## src/hwpf_map.vh

```
// Register indices, field layout and codes for the handwheel encoder/PFM block
// Assumes byte address = 4 * index on a 32-bit AXI4-Lite bus
`ifndef HWPF_MAP_VH
`define HWPF_MAP_VH
`define HWPF_IDX_CAP1   6'h03
`define HWPF_IDX_CMD1   6'h04
`define HWPF_IDX_CNT1   6'h11
`define HWPF_IDX_CMD2   6'h12
`define HWPF_IDX_CNT2   6'h19
`define HWPF_IDX_CAP2   6'h1b
`define HWPF_IDX_DEC1   6'h20
`define HWPF_IDX_DEC2   6'h21
`define HWPF_IDX_MODE1  6'h22
`define HWPF_IDX_MODE2  6'h23
`define HWPF_IDX_PFMCLK 6'h24
`define HWPF_IDX_PWID   6'h25
`define HWPF_IDX_CAPT   6'h26
`define HWPF_CMD_LSB    8
`define HWPF_CMD_MSB    23
`define HWPF_CNT_W      24
`define HWPF_MODE_PFM   1
`define HWPF_DEC_REV    2
`define HWPF_DEC_HALL_F 4'hb
`define HWPF_DEC_TIMER  4'hc
`define HWPF_DEC_HALL_R 4'hf
`define HWPF_QD_PD      2'h0
`define HWPF_QD_X1      2'h1
`define HWPF_QD_X2      2'h2
`define HWPF_QD_X4      2'h3
`define HWPF_CMD_FULL   16'h7fff
`define HWPF_PFM_MOD    17'h0fffe
`define HWPF_RST_CMD    24'h000000
`define HWPF_RST_DEC    4'h0
`define HWPF_RST_MODE   2'h0
`define HWPF_RST_PFMCLK 16'h0000
`define HWPF_RST_PWID   8'h01
`define HWPF_RESP_OKAY  2'h0
`define HWPF_RESP_SLV   2'h2
`endif

```

## src/hwpf_chan.v

```verilog
// One encoder decode/counter channel with its PFM pulse/direction output
// Assumes pin inputs are asynchronous; pfm_tick is a one-cycle enable on aclk
`timescale 1ns/10ps
`include "hwpf_map.vh"
module hwpf_chan (
  input  wire        aclk,
  input  wire        aresetn,
  input  wire        pin_a,
  input  wire        pin_b,
  input  wire        pin_c,
  input  wire [3:0]  decode_sel,
  input  wire [15:0] pfm_cmd,
  input  wire        c_is_pfm,
  input  wire        pfm_tick,
  input  wire [7:0]  pulse_width,
  input  wire        capture,
  output reg  [23:0] count_r,
  output reg  [23:0] cap_r,
  output reg         pul_r,
  output reg         dir_r
);
  reg  [2:0]  sa_r;
  reg  [2:0]  sb_r;
  reg  [2:0]  sc_r;
  reg  [23:0] timer_r;
  reg  [15:0] acc_r;
  reg  [7:0]  wcnt_r;
  reg  [14:0] ramp_r;
  reg         step;
  reg         up;
  reg  [2:0]  hi;
  reg  [2:0]  hp;
  wire        a  = sa_r[1];
  wire        b  = sb_r[1];
  wire        ea = sa_r[1] ^ sa_r[2];
  wire        eb = sb_r[1] ^ sb_r[2];
  wire        rev = decode_sel[`HWPF_DEC_REV];
  wire [15:0] mag = pfm_cmd[15] ? ((pfm_cmd == 16'h8000) ? `HWPF_CMD_FULL
                    : (~pfm_cmd + 16'h0001)) : pfm_cmd;
  wire [16:0] sum = {1'b0, acc_r} + {1'b0, mag};
  wire [16:0] rem = sum - `HWPF_PFM_MOD;
  wire        fire = pfm_tick & (sum >= `HWPF_PFM_MOD);
  wire        timer_mode = (decode_sel == `HWPF_DEC_TIMER);

  // Hall state order 1,3,2,6,4,5 mapped to 0..5, 7 = invalid
  function [2:0] hall_idx;
    input [2:0] s;
    begin
      case (s)
        3'h1: hall_idx = 3'h0;
        3'h3: hall_idx = 3'h1;
        3'h2: hall_idx = 3'h2;
        3'h6: hall_idx = 3'h3;
        3'h4: hall_idx = 3'h4;
        3'h5: hall_idx = 3'h5;
        default: hall_idx = 3'h7;
      endcase
    end
  endfunction

  always @*
  begin
    step = 1'b0;
    up   = 1'b0;
    hi   = hall_idx({sa_r[1], sb_r[1], sc_r[1]});
    hp   = hall_idx({sa_r[2], sb_r[2], sc_r[2]});
    if (!decode_sel[3])
    begin
      case (decode_sel[1:0])
        `HWPF_QD_PD, `HWPF_QD_X1:
        begin
          step = a & ~sa_r[2];
          up   = ~b;
        end
        `HWPF_QD_X2:
        begin
          step = ea;
          up   = a ^ b;
        end
        default:
        begin
          step = ea | eb;
          up   = ea ? (a ^ b) : ~(a ^ b);
        end
      endcase
    end
    else if (decode_sel == `HWPF_DEC_HALL_F || decode_sel == `HWPF_DEC_HALL_R)
    begin
      step = (hi != 3'h7) & (hp != 3'h7) & (hi != hp);
      up   = (hi == ((hp == 3'h5) ? 3'h0 : hp + 3'h1));
    end
    up = up ^ rev;
  end

  always @(posedge aclk)
  begin
    if (!aresetn)
    begin
      sa_r    <= 3'h0;
      sb_r    <= 3'h0;
      sc_r    <= 3'h0;
      count_r <= 24'h000000;
      cap_r   <= 24'h000000;
      timer_r <= 24'h000000;
      acc_r   <= 16'h0000;
      wcnt_r  <= 8'h00;
      ramp_r  <= 15'h0000;
      pul_r   <= 1'b0;
      dir_r   <= 1'b0;
    end
    else
    begin
      sa_r <= {sa_r[1:0], pin_a};
      sb_r <= {sb_r[1:0], pin_b};
      sc_r <= {sc_r[1:0], pin_c};
      if (timer_mode)
      begin
        timer_r <= fire ? 24'h000000 : timer_r + 24'h000001;
        if (a & ~sa_r[2])
          count_r <= timer_r;
      end
      else if (step)
        count_r <= up ? count_r + 24'h000001 : count_r - 24'h000001;
      if (capture)
        cap_r <= count_r;
      if (pfm_tick)
      begin
        acc_r  <= fire ? rem[15:0] : sum[15:0];
        ramp_r <= ramp_r + 15'h0001;
        if (fire)
          wcnt_r <= (pulse_width == 8'h00) ? 8'h01 : pulse_width;
        else if (wcnt_r != 8'h00)
          wcnt_r <= wcnt_r - 8'h01;
      end
      pul_r <= c_is_pfm ? (wcnt_r != 8'h00) : ({1'b0, ramp_r} < mag);
      dir_r <= pfm_cmd[15];
    end
  end
endmodule // hwpf_chan

```

## src/hwpf_top.v

```verilog
// Handwheel port block: two encoder counters and two PFM outputs, AXI4-Lite
// Assumes one 40 MHz clock; handwheel pins are asynchronous to it
//
// Our own choice: the AXI4-Lite interface to the registers.
`timescale 1ns/10ps
`include "hwpf_map.vh"
// Contract
// - Codes 0-3 pulse/dir, x1, x2, x4 forward; 4-7 same, reversed sense.
// - Code 11 counts six-state Hall forward, code 15 reverse.
// - Code 12: internal pulse clears timer, external pulse latches it.
// - Quadrature inputs accepted; no index input on either channel.
// - Two independent encoder channels and two independent PFM outputs.
// - Channel 1 counter at index 0x11, channel 2 at index 0x19.
// - Each counter reads as 24 bits from bit 0.
// - Captured counts sit as 24 bits at index 0x03 (channel 1) and 0x1b (channel 2).
// - Output mode codes 0-3; C output is PFM for codes 2 and 3.
// - Signed 16-bit command at bits 23:8 of index 0x04 and 0x12.
// - Command 32767 gives half the PFM clock; smaller scale proportionally.
// - One pulse width setting shared by both channels.
module hwpf_top (
  input  wire        aclk,
  input  wire        aresetn,
  input  wire [7:0]  s_axi_awaddr,
  input  wire [2:0]  s_axi_awprot,
  input  wire        s_axi_awvalid,
  output wire        s_axi_awready,
  input  wire [31:0] s_axi_wdata,
  input  wire [3:0]  s_axi_wstrb,
  input  wire        s_axi_wvalid,
  output wire        s_axi_wready,
  output reg  [1:0]  s_axi_bresp,
  output reg         s_axi_bvalid,
  input  wire        s_axi_bready,
  input  wire [7:0]  s_axi_araddr,
  input  wire [2:0]  s_axi_arprot,
  input  wire        s_axi_arvalid,
  output wire        s_axi_arready,
  output reg  [31:0] s_axi_rdata,
  output reg  [1:0]  s_axi_rresp,
  output reg         s_axi_rvalid,
  input  wire        s_axi_rready,
  input  wire [1:0]  hw_a,
  input  wire [1:0]  hw_b,
  input  wire [1:0]  hw_c,
  output wire [1:0]  pul_out,
  output wire [1:0]  dir_out
);
  reg  [5:0]  aw_idx_r;
  reg         aw_got_r;
  reg  [31:0] wdata_r;
  reg  [3:0]  wstrb_r;
  reg         w_got_r;
  reg  [47:0] cmd_r;
  reg  [7:0]  dec_r;
  reg  [3:0]  mode_r;
  reg  [15:0] pfmclk_r;
  reg  [7:0]  pwid_r;
  reg  [1:0]  capt_r;
  reg  [15:0] div_r;
  reg         tick_r;
  reg  [31:0] rd_val;
  reg         rd_ok;
  reg         wr_ok;
  wire [47:0] cnt_w;
  wire [47:0] cap_w;
  wire [31:0] wmask;
  wire [31:0] wmerge_cmd1;
  wire [31:0] wmerge_cmd2;
  wire [31:0] wmerge_clk;
  wire        do_wr;
  wire [5:0]  ar_idx;

  assign s_axi_awready = ~aw_got_r & ~s_axi_bvalid;
  assign s_axi_wready  = ~w_got_r & ~s_axi_bvalid;
  assign s_axi_arready = ~s_axi_rvalid;
  assign do_wr         = aw_got_r & w_got_r & ~s_axi_bvalid;
  assign ar_idx        = s_axi_araddr[7:2];
  assign wmask = {{8{wstrb_r[3]}}, {8{wstrb_r[2]}}, {8{wstrb_r[1]}}, {8{wstrb_r[0]}}};
  assign wmerge_cmd1 = (wdata_r & wmask) | ({8'h00, cmd_r[23:0]} & ~wmask);
  assign wmerge_cmd2 = (wdata_r & wmask) | ({8'h00, cmd_r[47:24]} & ~wmask);
  assign wmerge_clk  = (wdata_r & wmask) | ({16'h0000, pfmclk_r} & ~wmask);

  // Write address decode
  always @*
  begin
    case (aw_idx_r)
      `HWPF_IDX_CMD1, `HWPF_IDX_CMD2, `HWPF_IDX_DEC1, `HWPF_IDX_DEC2,
      `HWPF_IDX_MODE1, `HWPF_IDX_MODE2, `HWPF_IDX_PFMCLK, `HWPF_IDX_PWID,
      `HWPF_IDX_CAPT, `HWPF_IDX_CAP1, `HWPF_IDX_CAP2, `HWPF_IDX_CNT1,
      `HWPF_IDX_CNT2:
        wr_ok = 1'b1;
      default:
        wr_ok = 1'b0;
    endcase
  end

  // Read data mux
  always @*
  begin
    rd_val = 32'h00000000;
    rd_ok  = 1'b1;
    case (ar_idx)
      `HWPF_IDX_CAP1:   rd_val = {8'h00, cap_w[23:0]};
      `HWPF_IDX_CAP2:   rd_val = {8'h00, cap_w[47:24]};
      `HWPF_IDX_CMD1:   rd_val = {8'h00, cmd_r[23:0]};
      `HWPF_IDX_CMD2:   rd_val = {8'h00, cmd_r[47:24]};
      `HWPF_IDX_CNT1:   rd_val = {8'h00, cnt_w[23:0]};
      `HWPF_IDX_CNT2:   rd_val = {8'h00, cnt_w[47:24]};
      `HWPF_IDX_DEC1:   rd_val = {28'h0000000, dec_r[3:0]};
      `HWPF_IDX_DEC2:   rd_val = {28'h0000000, dec_r[7:4]};
      `HWPF_IDX_MODE1:  rd_val = {30'h0000000, mode_r[1:0]};
      `HWPF_IDX_MODE2:  rd_val = {30'h0000000, mode_r[3:2]};
      `HWPF_IDX_PFMCLK: rd_val = {16'h0000, pfmclk_r};
      `HWPF_IDX_PWID:   rd_val = {24'h000000, pwid_r};
      `HWPF_IDX_CAPT:   rd_val = 32'h00000000;
      default:          rd_ok  = 1'b0;
    endcase
  end

  // Write channel handshake
  always @(posedge aclk)
  begin
    if (!aresetn)
    begin
      aw_idx_r     <= 6'h00;
      aw_got_r     <= 1'b0;
      wdata_r      <= 32'h00000000;
      wstrb_r      <= 4'h0;
      w_got_r      <= 1'b0;
      s_axi_bvalid <= 1'b0;
      s_axi_bresp  <= `HWPF_RESP_OKAY;
    end
    else
    begin
      if (s_axi_awvalid && s_axi_awready)
      begin
        aw_idx_r <= s_axi_awaddr[7:2];
        aw_got_r <= 1'b1;
      end
      if (s_axi_wvalid && s_axi_wready)
      begin
        wdata_r <= s_axi_wdata;
        wstrb_r <= s_axi_wstrb;
        w_got_r <= 1'b1;
      end
      if (do_wr)
      begin
        aw_got_r     <= 1'b0;
        w_got_r      <= 1'b0;
        s_axi_bvalid <= 1'b1;
        s_axi_bresp  <= wr_ok ? `HWPF_RESP_OKAY : `HWPF_RESP_SLV;
      end
      else if (s_axi_bvalid && s_axi_bready)
        s_axi_bvalid <= 1'b0;
    end
  end

  // Read channel handshake
  always @(posedge aclk)
  begin
    if (!aresetn)
    begin
      s_axi_rvalid <= 1'b0;
      s_axi_rdata  <= 32'h00000000;
      s_axi_rresp  <= `HWPF_RESP_OKAY;
    end
    else if (s_axi_arvalid && s_axi_arready)
    begin
      s_axi_rvalid <= 1'b1;
      s_axi_rdata  <= rd_val;
      s_axi_rresp  <= rd_ok ? `HWPF_RESP_OKAY : `HWPF_RESP_SLV;
    end
    else if (s_axi_rvalid && s_axi_rready)
      s_axi_rvalid <= 1'b0;
  end

  // Control registers
  always @(posedge aclk)
  begin
    if (!aresetn)
    begin
      cmd_r    <= {`HWPF_RST_CMD, `HWPF_RST_CMD};
      dec_r    <= {`HWPF_RST_DEC, `HWPF_RST_DEC};
      mode_r   <= {`HWPF_RST_MODE, `HWPF_RST_MODE};
      pfmclk_r <= `HWPF_RST_PFMCLK;
      pwid_r   <= `HWPF_RST_PWID;
      capt_r   <= 2'h0;
    end
    else
    begin
      capt_r <= 2'h0;
      if (do_wr)
      begin
        case (aw_idx_r)
          `HWPF_IDX_CMD1:
            cmd_r[23:0] <= wmerge_cmd1[23:0];
          `HWPF_IDX_CMD2:
            cmd_r[47:24] <= wmerge_cmd2[23:0];
          `HWPF_IDX_DEC1:
            if (wstrb_r[0])
              dec_r[3:0] <= wdata_r[3:0];
          `HWPF_IDX_DEC2:
            if (wstrb_r[0])
              dec_r[7:4] <= wdata_r[3:0];
          `HWPF_IDX_MODE1:
            if (wstrb_r[0])
              mode_r[1:0] <= wdata_r[1:0];
          `HWPF_IDX_MODE2:
            if (wstrb_r[0])
              mode_r[3:2] <= wdata_r[1:0];
          `HWPF_IDX_PFMCLK:
            pfmclk_r <= wmerge_clk[15:0];
          `HWPF_IDX_PWID:
            if (wstrb_r[0])
              pwid_r <= wdata_r[7:0];
          `HWPF_IDX_CAPT:
            if (wstrb_r[0])
              capt_r <= wdata_r[1:0];
          default:
            capt_r <= 2'h0;
        endcase
      end
    end
  end

  // PFM clock divider: one tick every pfmclk_r+1 cycles
  always @(posedge aclk)
  begin
    if (!aresetn)
    begin
      div_r  <= 16'h0000;
      tick_r <= 1'b0;
    end
    else if (div_r >= pfmclk_r)
    begin
      div_r  <= 16'h0000;
      tick_r <= 1'b1;
    end
    else
    begin
      div_r  <= div_r + 16'h0001;
      tick_r <= 1'b0;
    end
  end

  // Two independent channels
  genvar gi;
  generate
    for (gi = 0; gi < 2; gi = gi + 1)
    begin : g_ch
      hwpf_chan u_chan (
        .aclk        (aclk),
        .aresetn     (aresetn),
        .pin_a       (hw_a[gi]),
        .pin_b       (hw_b[gi]),
        .pin_c       (hw_c[gi]),
        .decode_sel  (dec_r[gi*4+3:gi*4]),
        .pfm_cmd     (cmd_r[gi*24+`HWPF_CMD_MSB:gi*24+`HWPF_CMD_LSB]),
        .c_is_pfm    (mode_r[gi*2+`HWPF_MODE_PFM]),
        .pfm_tick    (tick_r),
        .pulse_width (pwid_r),
        .capture     (capt_r[gi]),
        .count_r     (cnt_w[gi*24+23:gi*24]),
        .cap_r       (cap_w[gi*24+23:gi*24]),
        .pul_r       (pul_out[gi]),
        .dir_r       (dir_out[gi])
      );
    end
  endgenerate
endmodule // hwpf_top

```

## config.mk

```make
export PLATFORM = sky130hd
export DESIGN_NAME = hwpf_top
export DESIGN_NICKNAME = d
export VERILOG_FILES = /design/src/hwpf_chan.v /design/src/hwpf_top.v
export VERILOG_INCLUDE_DIRS = /design/src
export SDC_FILE = /design/constraint.sdc
export NUM_CORES = 1
export LEC_CHECK = 0
export BUFFER_PORTS_ARGS = -buffer_cell sky130_fd_sc_hd__buf_4
export CAP_MARGIN = 5
export CORE_ASPECT_RATIO = 1.5
export CORE_MARGIN = 1.5
export CORE_UTILIZATION = 55
export CTS_BUF_LIST = sky130_fd_sc_hd__clkbuf_8
export CTS_CLUSTER_SIZE = 25
export DETAILED_ROUTE_END_ITERATION = 16
export PLACE_DENSITY = 0.78
export SYNTH_ARGS = -nofsm -noshare
export SYNTH_HDL_FRONTEND = slang
export SYNTH_SLANG_ARGS = --single-unit
```

## constraint.sdc

```tcl
create_clock -name aclk -period 4.78 [get_ports aclk]
set_input_delay 0.239 -clock aclk [delete_from_list [all_inputs] [get_ports aclk]]
set_output_delay 0.239 -clock aclk [all_outputs]
set_load 0.03 [all_outputs]
```

---- Yosys cells after proc, flatten, opt, wreduce, memory -nomap -nowiden ----
Memories as Yosys holds them, arrays and structs flattened. A register that Yosys moved wholly into a read port is not among the register bits.
Cells that the tools add are included.
W data, S select, Z words.
word-level totals
  flip-flop bits (word level) ............. 420
  bits in read-only memories .............. 64
  output and inout bits ................... 45
  logic and storage cells ................. 271
  memories ................................ 1
memories
  memory            words  bits a word  rd ports  clocked after memory_dff  wr ports  RTL line       RTL
  (name not given)  64     1            1         1                         0         hwpf_top.v:86  case (aw_idx_r)
cells by class
  add/subtract/negate cells ............... 19
  magnitude comparators ................... 5
  equality and inequality tests ........... 70
  muxes and demuxes ....................... 54
  bitwise gates (word level) .............. 43
  reductions and logical operators ........ 36
operator list
  cell                      count
  $pmux W24 S12             1
  $mux W24                  10
  $add A24 B1 Y24 const B   4
  $mux W16                  6
  $eq A6 B6 Y1 const B      14
  $and A24 B24 Y24          3
  $pmux W3 S6               4
  $add A16 B1 Y16 const B   3
  $or A24 B24 Y24           2
  $sub A24 B1 Y24 const B   2
  $eq A3 B3 Y1 const B      14
  $mux W8                   5
  $add A16 B16 Y17          2
  $ge A17 B16 Y1 const B    2
  $eq A16 B16 Y1 const B    2
  $lt A15 B16 Y1            2
  $not A16 Y16              2
  $sub A16 B16 Y16 const B  2
  $add A15 B1 Y15 const B   2
  $eq A6 B5 Y1 const B      5
  $eq A3 B2 Y1 const B      8
  $eq A4 B4 Y1 const B      6
  $not A24 Y24              1
  $mux W1                   18
  other kinds (33)          107

---- Logic depth before layout (Yosys ltp) ----
Gate-level depths: netlist of the first run.
  depth in word-level cells ............... 11
  gate-level depth with buffers ........... 21
  depth with buffers taken out ............ 18

---- By module ----
Synthesis of the first run repeated with hierarchy kept, for this count alone.
second synthesis, totals
  cell total of the unflattened synthesis .. 3076
  area total of the unflattened synthesis .. 24727.5 sq um
by module, submodules not included
  module                       times used  cells each  area each (sq um)  sequential area each (sq um)
  hwpf_chan at g_ch[1].u_chan  1           1095        8481.9             2442.3
  hwpf_chan at g_ch[0].u_chan  1           1065        8418.1             2442.3
  hwpf_top                     1           916         7827.5             3343.2

---- Worst setup path before layout of the first run ----
OpenSTA, ideal clock, no wires.
  kind .................................... reg-to-reg
  start ................................... reg g_ch[1].u_chan.sa_r[2]
  end ..................................... reg g_ch[1].u_chan.count_r[18]
  library setup time ...................... 0.074 ns
  data arrival time ....................... 4.777 ns
  required time ........................... 4.706 ns
  slack ................................... -0.071 ns
  stages on the path, launching flop included .. 21
  path buffers ............................ 3
  path through ............................ dfxtp_1 -> buf_2 -> inv_1 -> ha_1 -> and3b_1 -> or4_4 -> and3b_4 -> o21a_4 -> nor2_1 -> buf_2 -> buf_2 -> xnor2_1 -> ha_1 -> or4_1 -> nand2b_1 -> or2_2 -> o22ai_1 -> a22oi_1 -> mux2_2 -> or4_1 -> a31oi_1
between the ends
  longest elaborated chain between the ends .. 11
  elaborated cells between the ends (all ways) .. 33
RTL lines
  item                                                  RTL line         RTL
  from (decl)                                           hwpf_chan.v:22   reg [2:0] sa_r;
  from (signal assigned)                                hwpf_chan.v:113  sa_r <= {sa_r[1:0], pin_a};
  $eq A3 B3 Y1, or another cell as far along            hwpf_chan.v:49   case (s)
  $pmux W3 S6                                           hwpf_chan.v:49
  $add A3 B1 Y3 / $eq A3 B3 Y1 (equally long branches)  hwpf_chan.v:90   up = (hi == ((hp == 3'h5) ? 3'h0 : hp + 3'h1));
  $mux W3                                               hwpf_chan.v:90
  $eq A3 B3 Y1                                          hwpf_chan.v:90
  $mux W1                                               hwpf_chan.v:87   else if (decode_sel == `HWPF_DEC_HALL_F || decode_sel == `HWPF_DEC_HALL_R)
  $mux W1                                               hwpf_chan.v:67   if (!decode_sel[3])
  $xor A1 B1 Y1                                         hwpf_chan.v:92   up = up ^ rev;
  $mux W24                                              hwpf_chan.v:123  count_r <= up ? count_r + 24'h000001 : count_r - 24'h000001;
  $mux W24                                              hwpf_chan.v:122  else if (step)
  $mux W24                                              hwpf_chan.v:116  if (timer_mode)
  to (signal assigned)                                  hwpf_chan.v:120  count_r <= timer_r;
  to (signal assigned)                                  hwpf_chan.v:123
  to (decl)                                             hwpf_chan.v:17   output reg [23:0] count_r,
Several ways; a longest one is shown, not always the timed one. The select of a mux whose other input is x is not followed.
A chain may end at the register's enable or synchronous reset.

==> results.cfg, run 1 <==
[run_status]
status = finished clean

[finish]
seq_area_sq_mm = 0.00824
nets = 3325
multi_input_area_sq_mm = 0.0153
syn2layout_area_growth_pct = 13.8
fillCellCount = 3809
fin_util_pct = 63.5
drive_gt1_share_pct = 12.0
layoutNonFillerInstCount = 3778
fin_area_sq_mm = 0.0279

[power_and_ir_drop]
powerDensity_mw_per_mm2 = 289
p_comb_share_pct = 13.9
seqPwrFrac_pct = 46.4
clkPwrFrac_pct = 39.7
sw_frac_of_total_pct = 29.4
ir_worst_vdd_mv = 0.225
p_switching_mw = 2.37
intPower_mw = 5.70
leakage_nw = 11.2

[route]
ant_nets = 0
post-route-drc-count = 0
wl_mm = 78.8
dr.first_iter.drc_count = 2070
avgRoutedWirePerCell_um = 20.9
vias_per_cell = 6.41
num_vias = 24200
firstDrtPassIters = 7

[logic_synthesis]
muxShareOfSynthArea_pct = 6.90
yosys.cell_types.count = 97
ys.flop_type = dfxtp_1
synth_edf_count = 0
yosysWarnings = 0
synth.area.top_cells = dfxtp_1 (33%), mux2i_1 (6.5%), nor2_1 (5.5%)
synth_seq_cells = 411
synth_top_area_share_pct = 33.5
synth_compound_area_share_pct = 20.0
synth_top_family_by_area = simple AND/OR/NAND/NOR gates
synthAdderAreaFrac_pct = 5.05
async_flop_share_pct = 0
ys_seq_area_share_pct = 33.5
synth-simple-area-share_pct = 23.7
synth_xor_area_share_pct = 5.42
postSynthCellCount = 3061
synth_common_cells = dfxtp_1 (411), nor2_1 (361), nand2_1 (297), clkbuf_1 (174), mux2i_1 (160)
yosysMostFrequentCell = dfxtp_1
synth_area_leader_cell = dfxtp_1
syn_area_sq_mm = 0.0246
avgSynthCellArea_sq_um = 8.03

[clocking]
cts_tree = built
cts-root-buf = clkbuf_8
cts_buffers = 67
cts_max_path_buffers = 3
clk_pin_slew_ns = 0.06
htree_levels = 3
cts_num_sinks = 411
clk_latency_ns = 0.65

[floorplan]
die_w_um = 176
dieHeight_um = 262
dieArea_sq_mm = 0.0460
ios = 116
start_util_pct = 55.9
rows = 94
coreArea_sq_mm = 0.0440

[placement]
dp_hpwl_mm = 56.1
portBuffers = 86
place_area_sq_mm = 0.0258
gp_congestion = 0.979
placedCellCount = 3613

[setup_path]
path_class = flop to flop
cp.required_ns = 5.32
worstPathArrival_ns = 5.13
startpoint_type = flop
path_max_fanout = 5
cp-end-kind = flop

[worst_hold_path]
hold_path_class = input pin to flop
hp-start = s_axi_araddr[5]

[global_route]
grt_overflow = 0
antenna_found_initial = 1
grt_max_degree = 169
grt_pass1_vias = 23500
grt_usage_pct = 33.3
grt_pass1_wl_mm = 122

[timing]
tightest_slew_ns = 1.12
rsz0062_at_grt = yes
relSlewSlack_pct = 25.3
clock_skew_ns = 0.0390
worst_hold_slack_ns = 0.0487
hold_viol = 0
fin_crit_sh_pct = 96.0
fin_tns_setup_ns = 0
clock.fmax_ghz = 0.218
finalCriticalPeriod_ns = 4.59
maxSlewViolCount = 0
setup_viol = 0

[job]
maxCapViolCount = 0
cell type report:
cell class                      count  area share (%)
Clock buffer                       82            4.04
Inverter                           90            1.24
Antenna cell                        1         0.00895
Multi-Input combinational cell   2346            54.8
Tap cell                          576            2.58
Clock inverter                     32           0.878
Sequential cell                   411            29.5
Timing Repair Buffer              240            7.02
power groups by stage:
stage	sequential (mW)	combinational, mW	clock, mW
6_report	3.74	1.13	3.20
5_1_grt	3.75	1.23	3.37
4_1_cts	3.73	1.10	3.23
3_5_place_dp	3.81	1.06	0
3_3_place_gp	3.80	1.03	0
2_1_floorplan	3.74	0.791	0
final timing paths:
| path | depth (start not counted) | end | slack (ns) |
|---|---|---|---|
| max | 17 | g_ch[0].u_chan.acc_r[6] | 0.19 |
| max reg2reg | 17 | g_ch[0].u_chan.acc_r[6] | 0.19 |
| min reg2reg | 1 | g_ch[1].u_chan.sb_r[1] | 0.43 |
| min | 3 | s_axi_rresp[1] | 0.05 |
kinds of logic (layout without fill, tap and decap cells):
family	after synthesis	in the layout
fa+ha+maj	98	98
xor+xnor	152	152
compound gates	718	718
flops	411	411
mux	168	168
buf+inv	313	444
other cells	1	11
simple gates	1200	1200
what timing repair did:
item / 4_1_cts / 5_1_grt
setup endpoints to repair: 45 / 94
pin swaps: 1 / 12
setup buffers: 1 / 4
gates resized for setup: 4 / 52
endpoints found under the hold margin: 42 / 0
hold buffers: 44 / 0
stage by stage:
step	power [mW]	setup slack (ns)
2_1_floorplan	4.53	0.0361
3_3_place_gp	4.83	-0.142
3_5_place_dp	4.87	-0.226
4_1_cts	8.06	0.0351
5_1_grt	8.36	-0.0167
6_report	8.07	0.189
layout by cell type (no fill, tap or decap), drive strengths merged, types with 47 or more instances in the layout:
| cell | n |
|---|---|
| and3 | 54 |
| mux2i | 160 |
| o21ai | 129 |
| a211oi | 48 |
| and2 | 47 |
| xnor2 | 58 |
| a31oi | 53 |
| a21o | 49 |
| nand3 | 108 |
| a21oi | 158 |
| xor2 | 94 |
| nor2 | 361 |
| dfxtp | 411 |
| clkbuf | 82 |
| ha | 96 |
| nor3 | 66 |
| inv | 112 |
| buf | 196 |
| nand2 | 297 |
worst max-delay path, cell delays in order, from the launching register on:
cell and delay, ns:
dfxtp_1 0.31, or3_4 0.40, or3_4 0.34, or3_4 0.39, a31oi_4 0.21, ha_4 0.23
a211o_1 0.33, buf_4 0.15, a2111o_1 0.41, o311ai_4 0.11, nand2_2 0.13, nor4_4 0.30
nor4b_4 0.22, buf_4 0.19, buf_4 0.11, nor2_1 0.06, or3_1 0.36, a311oi_2 0.23
per-layer routing:
metal | up-vias | wire length, um | global-route usage (%)
met2 | 1026 | 38000 | 57.6
met4 | 0 | 6000 | 24.6
met5 | - | 0 | 0
met3 | 323 | 5310 | 5.11
met1 | 11600 | 29500 | 37.1
li1 | 11300 | - | -
Note: power is estimated with default switching activity, not from simulation.
==> run 2, diff against run 1 <==
--- a/config.mk
+++ b/config.mk
@@ -14,7 +14,8 @@
 export CTS_BUF_LIST = sky130_fd_sc_hd__clkbuf_8
 export CTS_CLUSTER_SIZE = 25
 export DETAILED_ROUTE_END_ITERATION = 16
-export PLACE_DENSITY = 0.78
+export PLACE_DENSITY = 0.76
 export SYNTH_ARGS = -nofsm -noshare
 export SYNTH_HDL_FRONTEND = slang
+export SYNTH_HIERARCHICAL = 1
 export SYNTH_SLANG_ARGS = --single-unit
==> constraint.sdc (replaced) <==
create_clock -name aclk -period 4.3 [get_ports aclk]
set_input_delay 0.215 -clock aclk [delete_from_list [all_inputs] [get_ports aclk]]
set_output_delay 0.215 -clock aclk [all_outputs]
set_load 0.03 [all_outputs]
==> run 2 against run 1 <==
Against the previous run:
- the flow now finishes with violations (setup timing)
- sequential cell count did not move
- hold slack got worse by 0.0076 ns
- routed wire length is 4.0% higher
- synthesized cell count up 0.49%
- via count grew 3.2%
- die area is 0.64% higher
- register-to-register slack got worse by 0.59 ns
- area after synthesis up 0.65%
- largest power group unchanged
==> results.cfg, run 2 <==
[floorplan]
coreArea_sq_mm = 0.0446
dieHeight_um = 263
start_util_pct = 55.5
rows = 95
ios = 116
dieArea_sq_mm = 0.0463
die_w_um = 176

[logic_synthesis]
synth_seq_cells = 411
async_flop_share_pct = 0
ys.flop_type = dfxtp_1
yosysWarnings = 6
synth_common_cells = dfxtp_1 (411), nand2_1 (319), nor2_1 (315), a21oi_1 (182), nand3_1 (135)
avgSynthCellArea_sq_um = 8.04
yosysMostFrequentCell = dfxtp_1
postSynthCellCount = 3076
synth_top_area_share_pct = 33.3
synth_edf_count = 0
ys_seq_area_share_pct = 33.3
synth_area_leader_cell = dfxtp_1
syn_area_sq_mm = 0.0247
yosys.cell_types.count = 122
synth.area.top_cells = dfxtp_1 (33%), mux2i_1 (5.4%), ha_1 (4.9%)

[placement]
placedCellCount = 3769
dp_hpwl_mm = 56.0
portBuffers = 86
gp_congestion = 0.950

[route]
post-route-drc-count = 0
firstDrtPassIters = 14
avgRoutedWirePerCell_um = 20.5
ant_nets = 0
vias_per_cell = 6.25
dr.first_iter.drc_count = 2501
num_vias = 25000
wl_mm = 82.0

[power_and_ir_drop]
powerDensity_mw_per_mm2 = 290
ir_worst_vdd_mv = 0.287
finalPower_mw = 8.93
leakage_nw = 12.2

[setup_path]
worstPathArrival_ns = 5.24
rrSetupSlack_ns = -0.40
cp-end-kind = flop
cp.required_ns = 4.83
startpoint_type = flop
path_max_fanout = 5
r2r_cells = 17
worstReg2RegEnd = g_ch[0].u_chan/acc_r[7]
path_class = flop to flop

[clocking]
cts_num_sinks = 411
cts-root-buf = clkbuf_8
cts_buffers = 66
htree_levels = 3
cts_max_path_buffers = 3
clk_pin_slew_ns = 0.06
cts_tree = built
clk_latency_ns = 0.64

[finish]
nets = 3539
mostFrequentLayoutCells = dfxtp_1 (400), buf_4 (345), nand2_1 (307), nor2_1 (285), a21oi_1 (156)
multi_input_area_sq_mm = 0.0166
seq_area_sq_mm = 0.00824
syn2layout_area_growth_pct = 24.4
layout_commonest_cell = dfxtp_1
drive_gt1_share_pct = 21.8
layoutNonFillerInstCount = 4000
fillCellCount = 3542

[global_route]
antenna_found_initial = 5
grt_usage_pct = 34.4
grt_overflow = 0
grt_pass1_wl_mm = 127
grt_max_degree = 62
grt_pass1_vias = 24500

[worst_hold_path]
worstHoldPathCells = 3
hold_end = s_axi_rdata[0]
hp-start = aresetn
hold_path_class = input pin to flop

[timing]
setup_ws_ns = -0.402
clock.fmax_ghz = 0.213
fin_crit_sh_pct = 109
tightest_slew_ns = 1.33
relSlewSlack_pct = 11.0
maxSlewViolCount = 0
worst_hold_slack_ns = 0.0411
clock_skew_ns = 0.0319
rsz0062_at_grt = yes
hold_viol = 0
setup_viol = 93
finalCriticalPeriod_ns = 4.70

[job]
maxCapViolCount = 0

[run_status]
violations = setup timing
status = finished with violations
==> run 2: worst max path at each step <==
stage	slack [ns]	cells after the start	end
after floorplan	-0.34	16	g_ch[0].u_chan/acc_r[7]
final	-0.40	17	g_ch[0].u_chan/acc_r[7]
after global placement	-0.42	17	g_ch[0].u_chan/acc_r[10]
after CTS	-0.28	17	g_ch[0].u_chan/acc_r[7]
after global routing	-0.52	19	g_ch[0].u_chan/acc_r[7]
after detailed placement	-0.44	17	g_ch[0].u_chan/acc_r[10]
==> run 2: cell families after synthesis <==
family | count (synthesis) | synth area share (%)
compound gates | 657 | 17.9
simple gates | 1289 | 26.5
fa+ha+maj | 99 | 5.06
xor+xnor | 163 | 5.80
flops | 411 | 33.3
mux | 145 | 6.02
other cells | 1 | 0.0152
buf+inv | 311 | 5.42
==> run 2: layout make-up <==
type	count	area share [%]
Inverter	110	1.35
Multi-Input combinational cell	2363	53.9
Tap cell	582	2.37
Clock inverter	28	0.529
Timing Repair Buffer	418	11.2
Antenna cell	2	0.0163
Sequential cell	411	26.8
Clock buffer	86	3.85
==> run 2: critical path: stages, from the launching register on <==
cell and delay (ns):
dfxtp_2 0.33, nor4_4 0.33, nand4_1 0.16, nand2b_4 0.18, nor2b_4 0.13, a21oi_4 0.19
ha_4 0.23, a211o_1 0.34, a211oi_4 0.31, nor2_4 0.07, or4b_4 0.51, or4b_4 0.58
nor4_4 0.24, a41oi_4 0.20, buf_6 0.18, nand2b_4 0.13, or2_0 0.23, a41o_1 0.26
==> run 2: power breakdown <==
group	internal, mW	switching (mW)	total (mW)	leakage (nW)
registers	3.94	0.203	4.14	3.33
logic	0.576	0.722	1.30	8.09
clock network	1.85	1.64	3.49	0.746
==> run 2: metal layers <==
layer	up-vias	part of all wire (%)	GRT usage, %
li1	11600	-	-
met1	11800	37	39.7
met2	1204	49	58.8
met3	370	7.1	5.06
met4	2	6.7	22.3
met5	-	0.016	0
==> run 2: through the flow <==
step	area [sq um]	setup WS (ns)	util (%)	setup TNS, ns
after floorplan	25200	-0.342	-	-13.27
after global placement	27300	-0.416	61.2	-19.51
after detailed placement	27300	-0.439	61.2	-28.27
after CTS	30000	-0.284	67.3	-12.44
after global routing	30800	-0.515	69.0	-32.84
final	30800	-0.402	69.0	-21.89
==> run 2: timing repair <==
item	CTS	global route
endpoints found under the hold margin	43	0
hold buffers	44	0
pin swaps	84	106
gates resized for setup	105	153
cloned	4	1
setup endpoints to repair	97	100
buffers inserted	48	27
